<file path="config.mk">
export PLATFORM = sky130hd
export DESIGN_NAME = branch_skip_condition_unit
export DESIGN_NICKNAME = d
export VERILOG_FILES = /design/src/hdl/bsc_pkg.sv /design/src/hdl/branch_skip_condition_unit.sv
export SDC_FILE = /design/constraint.sdc
export NUM_CORES = 1
export LEC_CHECK = 0
export BUFFER_PORTS_ARGS = -buffer_cell sky130_fd_sc_hd__buf_4
export CELL_PAD_IN_SITES_DETAIL_PLACEMENT = 0
export CELL_PAD_IN_SITES_GLOBAL_PLACEMENT = 1
export CORE_ASPECT_RATIO = 0.6
export CORE_MARGIN = 4
export CORE_UTILIZATION = 35
export DETAILED_ROUTE_END_ITERATION = 12
export PLACE_DENSITY_LB_ADDON = 0.1
export SLEW_MARGIN = 5
export SYNTH_ARGS = -nofsm -noshare
export SYNTH_HDL_FRONTEND = slang
export SYNTH_SLANG_ARGS = --single-unit
</file>
<file path="constraint.sdc">
create_clock -name i_clk -period 2.3 [get_ports i_clk]
set_input_delay 0.46 -clock i_clk [delete_from_list [all_inputs] [get_ports i_clk]]
set_output_delay 0.46 -clock i_clk [all_outputs]
set_load 0.02 [all_outputs]
</file>
<file path="src/hdl/bsc_pkg.sv">
`default_nettype none
package bsc_pkg;
  // ---------------------------------------------------------------
  // operation codes presented by the decoder
  // ---------------------------------------------------------------
  typedef enum logic [3:0] {
    OP_NONE = 4'h0,
    OP_SKIP_REG_BIT_SET = 4'h1,
    OP_SKIP_IO_BIT_CLEAR = 4'h2,
    OP_SKIP_IO_BIT_SET = 4'h3,
    OP_BRANCH_FLAG_SET = 4'h4,
    OP_BRANCH_FLAG_CLEAR = 4'h5,
    OP_BRANCH_SAME_OR_HIGHER = 4'h6,
    OP_BRANCH_SIGNED_GE = 4'h7,
    OP_BRANCH_SIGNED_LT = 4'h8,
    OP_BRANCH_HALF_CARRY_SET = 4'h9
  } op_t;

  // ---------------------------------------------------------------
  // status flag positions
  // ---------------------------------------------------------------
  localparam int FLAG_C = 0;
  localparam int FLAG_N = 2;
  localparam int FLAG_V = 3;
  localparam int FLAG_H = 5;

  localparam int PC_W = 16;
  localparam int K_W = 7;
  localparam logic [PC_W-1:0] PC_RESET = 16'h0000;
  localparam logic [PC_W-1:0] PC_STEP_ONE = 16'h0001;
  localparam logic [PC_W-1:0] PC_STEP_SKIP1 = 16'h0002;
  localparam logic [PC_W-1:0] PC_STEP_SKIP2 = 16'h0003;
  localparam logic [1:0] CYC_ONE = 2'h1;
  localparam logic [1:0] CYC_TWO = 2'h2;
  localparam logic [1:0] CYC_THREE = 2'h3;

  typedef struct packed {
    op_t op;
    logic [2:0] bit_sel;
    logic [7:0] operand;
    logic [K_W-1:0] offset;
    logic next_is_long;
  } instr_t;

  typedef enum logic [1:0] {
    ST_IDLE = 2'h0,
    ST_WAIT = 2'h1
  } state_t;
endpackage
`default_nettype wire

</file>
<file path="src/hdl/branch_skip_condition_unit.sv">
// Operation
// RULE1 - skip when general register bit is one
// RULE2 - skip when io register bit is zero
// RULE3 - skip when io register bit is one
// RULE4 - branch when indexed flag is one
// RULE5 - branch when indexed flag is zero
// RULE6 - branch same or higher when carry clear
// RULE7 - branch signed ge when n xor v zero
// RULE8 - branch signed lt when n xor v one
// RULE9 - branch when half carry is one
// RULE10 - offset k is signed two's complement
// RULE11 - skip two or three by next length
`timescale 1ns/1ps
`default_nettype none
module branch_skip_condition_unit
  import bsc_pkg::*;
(
  // clock and reset
  input wire logic i_clk,
  input wire logic i_rst_n,
  // decoder request
  input wire logic i_valid,
  input var instr_t i_instr,
  input wire logic [7:0] i_status_flags,
  output logic o_ready,
  // program counter, completion and taken result
  output logic [PC_W-1:0] o_pc,
  output logic o_done,
  output logic o_taken
);
  // ---------------------------------------------------------------
  // condition evaluation
  // ---------------------------------------------------------------
  logic cond;
  logic is_skip;
  logic [PC_W-1:0] k_ext;
  always_comb begin
    cond = 1'b0;
    is_skip = 1'b0;
    case (i_instr.op)
      OP_SKIP_REG_BIT_SET: begin
        cond = i_instr.operand[i_instr.bit_sel]; // RULE1
        is_skip = 1'b1;
      end
      OP_SKIP_IO_BIT_CLEAR: begin
        cond = ~i_instr.operand[i_instr.bit_sel]; // RULE2
        is_skip = 1'b1;
      end
      OP_SKIP_IO_BIT_SET: begin
        cond = i_instr.operand[i_instr.bit_sel]; // RULE3
        is_skip = 1'b1;
      end
      OP_BRANCH_FLAG_SET: cond = i_status_flags[i_instr.bit_sel]; // RULE4
      OP_BRANCH_FLAG_CLEAR: cond = ~i_status_flags[i_instr.bit_sel]; // RULE5
      OP_BRANCH_SAME_OR_HIGHER: cond = ~i_status_flags[FLAG_C]; // RULE6
      OP_BRANCH_SIGNED_GE: cond = ~(i_status_flags[FLAG_N] ^ i_status_flags[FLAG_V]); // RULE7
      OP_BRANCH_SIGNED_LT: cond = i_status_flags[FLAG_N] ^ i_status_flags[FLAG_V]; // RULE8
      OP_BRANCH_HALF_CARRY_SET: cond = i_status_flags[FLAG_H]; // RULE9
      default: cond = 1'b0;
    endcase
  end
  // sign extension lets branches reach backward as well as forward
  assign k_ext = {{(PC_W-K_W){i_instr.offset[K_W-1]}}, i_instr.offset}; // RULE10

  // ---------------------------------------------------------------
  // program counter and cycle sequencing
  // ---------------------------------------------------------------
  state_t state_ff, nxt_state;
  logic [PC_W-1:0] pc_ff, nxt_pc;
  logic [1:0] wait_ff, nxt_wait;
  logic taken_ff, nxt_taken;
  logic done_ff, nxt_done;
  logic accept;
  logic [1:0] cycles;
  assign accept = i_valid && (state_ff == ST_IDLE) && (i_instr.op != OP_NONE);
  assign o_ready = (state_ff == ST_IDLE);

  always_comb begin
    nxt_state = state_ff;
    nxt_pc = pc_ff;
    nxt_wait = wait_ff;
    nxt_taken = taken_ff;
    nxt_done = 1'b0;
    cycles = CYC_ONE;
    case (state_ff)
      ST_IDLE: begin
        if (accept) begin
          nxt_taken = cond;
          if (!cond) begin
            nxt_pc = pc_ff + PC_STEP_ONE;
          end else if (is_skip) begin
            nxt_pc = pc_ff + (i_instr.next_is_long ? PC_STEP_SKIP2 : PC_STEP_SKIP1); // RULE11
            cycles = i_instr.next_is_long ? CYC_THREE : CYC_TWO; // RULE11
          end else begin
            nxt_pc = pc_ff + k_ext + PC_STEP_ONE; // RULE4
            cycles = CYC_TWO;
          end
          if (cycles == CYC_ONE) begin
            nxt_done = 1'b1;
          end else begin
            nxt_wait = cycles - CYC_ONE;
            nxt_state = ST_WAIT;
          end
        end
      end
      ST_WAIT: begin
        nxt_wait = wait_ff - CYC_ONE;
        if (wait_ff == CYC_ONE) begin
          nxt_done = 1'b1;
          nxt_state = ST_IDLE;
        end
      end
      default: nxt_state = ST_IDLE;
    endcase
  end

  always_ff @(posedge i_clk or negedge i_rst_n) begin
    if (!i_rst_n) begin
      state_ff <= ST_IDLE;
      pc_ff <= PC_RESET;
      wait_ff <= 2'h0;
      taken_ff <= 1'b0;
      done_ff <= 1'b0;
    end else begin
      state_ff <= nxt_state;
      pc_ff <= nxt_pc;
      wait_ff <= nxt_wait;
      taken_ff <= nxt_taken;
      done_ff <= nxt_done;
    end
  end

  assign o_pc = pc_ff;
  assign o_done = done_ff;
  assign o_taken = taken_ff;

  // ---------------------------------------------------------------
  // elaboration checks
  // ---------------------------------------------------------------
  // the offset needs room above it in the counter for its sign
  if (PC_W <= K_W) begin : g_bad_width
    $error("pc width must exceed offset width");
  end
  if (FLAG_C > 7 || FLAG_N > 7 || FLAG_V > 7 || FLAG_H > 7) begin : g_bad_flag
    $error("flag position outside the status byte");
  end
endmodule // branch_skip_condition_unit
`default_nettype wire

</file>
* After elaboration in Yosys (flattened, before gate mapping)
Cells that the tools add are included.
** Word-level totals
- Register bits after elaboration :: 22
- Bits in latches :: 0
- Bits in writable memories :: 0
- Memory bits (read-only) :: 0
- Memories kept :: 0
** Operators by class
- Add/sub/neg operators :: 6
- Multiply operators :: 0
- Divide/modulo/power cells :: 0
- $lt $le $gt $ge :: 1
- Equal/unequal tests :: 15
- Shift operators :: 0
- Muxes and demuxes :: 25
- Bitwise gates (word level) :: 5
- Reduce and logical (&&, ||, !) cells :: 10
** Operator list (count)
- adder 16 x 1 -> 16 bit, second input constant :: 2
- two-way mux 16 bit :: 2
- adder 16 bit :: 1
- adder 16 x 2 -> 16 bit :: 1
- == test 4 x 3 -> 1 bit, second input constant :: 4
- two-way mux 2 bit :: 8
- two-way mux 1 bit :: 9
- == test 4 x 2 -> 1 bit, second input constant :: 2
- == test 4 bit, second input constant :: 2
- case mux 1 bit (8 select lines) :: 1
- case mux 2 bit (2 select lines) :: 2
- binary-select mux 1 bit (select 3 bit) :: 2
- == test 2 x 1 -> 1 bit, second input constant :: 3
- AND reduction 3 bit :: 2
- == test 4 x 1 -> 1 bit, second input constant :: 1
- < comparator 3 x 4 -> 1 bit, second input constant :: 1
- inequality test 2 bit, second input constant :: 2
- NOT 1 bit :: 4
- nonzero test 4 bit :: 1
- subtractor 2 x 1 -> 2 bit, second input constant :: 2
- OR reduction 3 bit :: 1
- logical AND 1 bit :: 2
- zero test 2 bit :: 1
- inequality test 2 x 1 -> 1 bit, second input constant :: 1
- other kinds (5) :: 5

* Logic depth before layout (Yosys ltp)
- Depth in word-level cells :: 11
- Gate-level depth with buffers :: 11
- Depth with buffers taken out :: 11

* Least setup slack after synthesis
No wires, ideal clock.
- Path type :: register -> register
- Start point :: register pc_ff[0] (netlist: o_pc[0])
- End point :: register pc_ff[8] (netlist: o_pc[8])
- Data arrival time :: 2.417 ns
- Path slack :: -0.238 ns
- Stages on the path, launching flop included :: 12
- Period minus slack after synthesis :: 2.538 ns
- Cells stage by stage :: dfrtp_1 -> inv_1 -> ha_1 -> inv_1 -> fa_1 -> a21o_1 -> a31oi_1 -> o31ai_1 -> xor2_1 -> a211oi_1 -> a21oi_1 -> o22a_1
** On the way
- Longest elaborated chain between the ends :: 4
- Elaborated cells on any way between the ends :: 6
- Classes of those cells :: add/sub (4); mux (2)
** RTL lines
- start: declaration :: line branch_skip_condition_unit.sv:69 : logic [PC_W-1:0] pc_ff, nxt_pc;
- start signal: assignment :: line branch_skip_condition_unit.sv:126 : pc_ff <= nxt_pc;
- adder 16 bit :: line branch_skip_condition_unit.sv:95 : nxt_pc = pc_ff + k_ext + PC_STEP_ONE;
- adder 16 x 1 -> 16 bit :: line branch_skip_condition_unit.sv:95
- two-way mux 16 bit :: line branch_skip_condition_unit.sv:91 : end else if (is_skip) begin
- two-way mux 16 bit (*) :: line branch_skip_condition_unit.sv:89 : if (!cond) begin
Every way passes the cells marked *; elsewhere a longest branch is shown, timed or not.
A chain may end at the register's enable or synchronous reset.

* Worst setup path after layout
- Start point :: register pc_ff[1] (netlist: o_pc[1])
- End point :: register pc_ff[8] (netlist: o_pc[8])
Same word-level chain as after synthesis.

==> run_results.csv <==
group,metric,value,unit
outcome,outcome,"complete, no violations",
power,combPwrFrac,76.3,%
job,drv_cap,0,
routing,drt_first_pass_iters,4,
yosys,synth.area.top_cells,"dfrtp_1 20%, ha_1 9.1%, a21oi_1 6.1%",
power,clock_power_share,8.6,%
grt,grt_pass1_vias,2766,
placed_design,portBuffers,52,
grt,track_usage,19.94,%
timing,fmax,443.3,MHz
final_layout,fill_cells,699,
power,power_per_cell_area,1180,mW/mm2
grt,grt_pass1_wl,14350,um
routing,dr.first_iter.drc_count,187,
floorplan,die_h,74.83,um
yosys,async_reset_ff_share,100.0,%
yosys,synth_cell_type_count,50,
power,p_int,2.425,mW
timing,slew_viol_final,0,
final_layout,drive_gt1_share,36.38,%
placed_design,dpl_worst_slack,-0.3479,ns
power,power.total,4.536,mW
yosys,netlist_instances,337,
grt,grt_use_met2,28.21,%
clocking,cts_tree,"built",
routing,avgViaCountPerCell,5.315,
final_layout,final_cell_area,0.003845,mm2
clocking,htreeDepth,1,
timing,hold_viol,0,
critical_path,cp-start-kind,"flip-flop",
routing,wl_per_cell,16.23,um
floorplan,coreArea,0.007237,mm2
yosys,synth.ff_latch_count,21,
grt,antenna_found_initial,0,
hold_path,hold_class,"in -> async",
timing,finalCritPeriodShare,98.08,%
routing,finalWirelength,8961,um
critical_path,crit_required,2.45,ns
yosys,syn_avg_cell_area,7.730,um2
power,p_leak,1.642,nW
clocking,cts_root_buffer,"clkbuf_16",
yosys,ys_seq_area_share,20.17,%
power,power.switching,2.111,mW
timing,rsz0062_at_grt,"yes",
clocking,worst_skew_pair.late_latency,0.27,ns
timing,setup_ws,0.04417,ns
floorplan,die_w,119.4,um
placed_design,dpl_cell_area,0.003558,mm2
timing,post-route-min-period,2.256,ns
grt,grt_busiest_layer,"met1",
critical_path,critPathCaptureType,"flip-flop",
final_layout,instances_no_fill,552,
routing,drcViolationCount,0,
placed_design,dp_cells,540,
final_layout,diodes,0,
grt,grt_util_met3,3.979,%
yosys,yosysWarnings,0,
critical_path,arrival,2.41,ns
yosys,synth.cell_area,0.002605,mm2
final_layout,area_growth_syn_to_layout,47.60,%
routing,final_antenna_net_count,0,
routing,vias,2934,
clocking,clk_pin_slew,0.07,ns
floorplan,fp.dieArea,0.008932,mm2
timing,worstMarginPinSlew,0.4964,ns
placed_design,place_congestion,0.8355,
yosys,synth_nets,391,
timing,fin_worst_skew,0.008847,ns
grt,grt_start_max_net_pins,24,
yosys,yosysTopAreaCell,"dfrtp_1",
clocking,numCtsBuffers,3,
floorplan,top_level_ports,53,
yosys,synth-edff-count,0,
clocking,clock_path_buffers,2,
final_layout,post-route-util,53.13,%
yosys,ys.flop_type,"dfrtp_1",
power,pwr-share-seq,15.0,%
floorplan,initial_core_util,36.00,%
placed_design,dp_hpwl,6899,um
critical_path,critical_path_class,"reg -> reg",
clocking,cts_sinks,21,
timing,setup_viol,0,
critical_path,critPathMaxFanout,6,
grt,use_met1,32.00,%
power,peakVddDrop,0.4885,mV
floorplan,rows,24,
power,swShare,46.54,%
final_layout,nets,503,
timing,max-slew-margin-rel,66.91,%
yosys,netlist.area_leader.share,20.17,%
grt,gr-total-overflow,0,
-- area by class of cell --
cell class	instances	area [um2]	area share, %
Multi-Input combinational cell	284	2096	54.51
Timing Repair Buffer	126	962.2	25.02
Sequential cell	21	528.0	13.73
Tap cell	104	130.1	3.384
Clock buffer	3	75.07	1.952
Inverter	13	48.80	1.269
Clock inverter	1	5.005	0.1302
-- stage by stage --
step | hold WS, ns | setup TNS (ns)
after floorplan | 0.1644 | -0.01641
after global placement | 0.3742 | -3.991
after detailed placement | 0.3731 | -4.031
after CTS | 0.08601 | -0.1327
after global routing | 0.09402 | -0.2033
final | 0.07830 | 0
-- sequential cells by signal, indices dropped and copies added, names as in the netlist --
name      flops
o_pc         16
wait_ff       2
o_done        1
o_taken       1
state_ff      1
-- power by group through the flow --
stage / Sequential, mW / Clock, mW / Combinational (mW)
2_1_floorplan: 0.898 / 0 / 1.65
3_3_place_gp: 0.686 / 0 / 3.14
3_5_place_dp: 0.690 / 0 / 3.13
4_1_cts: 0.676 / 0.404 / 3.31
5_1_grt: 0.710 / 0.415 / 3.80
6_report: 0.682 / 0.392 / 3.46
-- cell usage after synthesis, types with 3 or more instances --
| master | count |
|---|---|
| mux2i_1 | 8 |
| a211o_1 | 3 |
| and3_1 | 6 |
| nor3_1 | 11 |
| a21o_1 | 3 |
| nor2b_1 | 4 |
| o21ai_0 | 24 |
| xor2_1 | 12 |
| nand2_1 | 24 |
| buf_4 | 3 |
| xnor2_1 | 15 |
| a31oi_1 | 6 |
| inv_1 | 13 |
| o21a_1 | 4 |
| nand3_1 | 17 |
| nand3b_1 | 6 |
| a211oi_1 | 9 |
| o22ai_1 | 3 |
| and2_1 | 3 |
| nand4_1 | 6 |
| clkbuf_1 | 13 |
| a21oi_1 | 32 |
| o22a_1 | 3 |
| ha_1 | 19 |
| a2111oi_0 | 4 |
| o211ai_1 | 6 |
| nand2b_1 | 3 |
| mux4_2 | 3 |
| dfrtp_1 | 21 |
| nor2_1 | 30 |
-- kinds of logic (layout without fill, tap and decap cells) --
family | after synthesis | in the layout | share of synthesized area, %
flops | 21 | 21 | 20.17
fa+ha+maj | 20 | 20 | 9.894
compound gates | 107 | 107 | 25.89
xor+xnor | 27 | 27 | 9.078
simple gates | 117 | 117 | 22.43
buf+inv | 32 | 143 | 5.428
mux | 13 | 13 | 7.109
-- final timing paths --
| check | startpoint | to | slack [ns] | depth (start not counted) |
|---|---|---|---|---|
| min in group i_clk | wait_ff[0] | wait_ff[0] | 0.54 | 1 |
| min | i_rst_n | o_pc[2] | 0.08 | 1 |
| max | o_pc[1] | o_pc[8] | 0.04 | 11 |
| max reg2reg | o_pc[1] | o_pc[8] | 0.04 | 11 |
| max in group asynchronous | i_rst_n | state_ff[0] | 1.97 | 1 |
| min reg2reg | wait_ff[0] | wait_ff[0] | 0.54 | 1 |
-- placed cells by master (no fill, tap or decap), types with 4 or more instances in the layout --
cell type and n:
buf_4 124, a21oi_1 31, nor2_1 28, nand2_1 24
dfrtp_1 19, nand3_1 17, o21ai_0 16, xnor2_1 15
ha_1 15, xor2_1 12, inv_1 11, nor3_1 10
o21ai_1 9, a211oi_1 8, nand3b_1 6, and3_1 6
nand4_1 6, o211ai_1 6, a31oi_1 5, mux4_2 4
mux2i_1 4, o21a_1 4
-- metal layers --
metal	share of wire, %	up-vias
met5	0	-
met4	0.55	0
met3	5.7	4
met2	40	67
met1	54	1375
li1	-	1488
-- critical path, stage by stage (launching register included) --
cell and delay, ns:
dfrtp_2 0.39, buf_4 0.15, buf_4 0.14, inv_1 0.08, ha_1 0.22, nand3b_1 0.30, nor3_2 0.20, xnor2_1 0.14
nor2_1 0.05, a211oi_1 0.24, a21oi_1 0.07, o22a_1 0.16
-- repair_timing --
| action | CTS | global route |
|---|---|---|
| pin swaps | 20 | 20 |
| hold buffers | 0 | 0 |
| endpoints found under the setup margin | 9 | 15 |
| gates resized for setup | 20 | 19 |
| buffers inserted | 5 | 4 |
(Power assumes the default switching activity.)
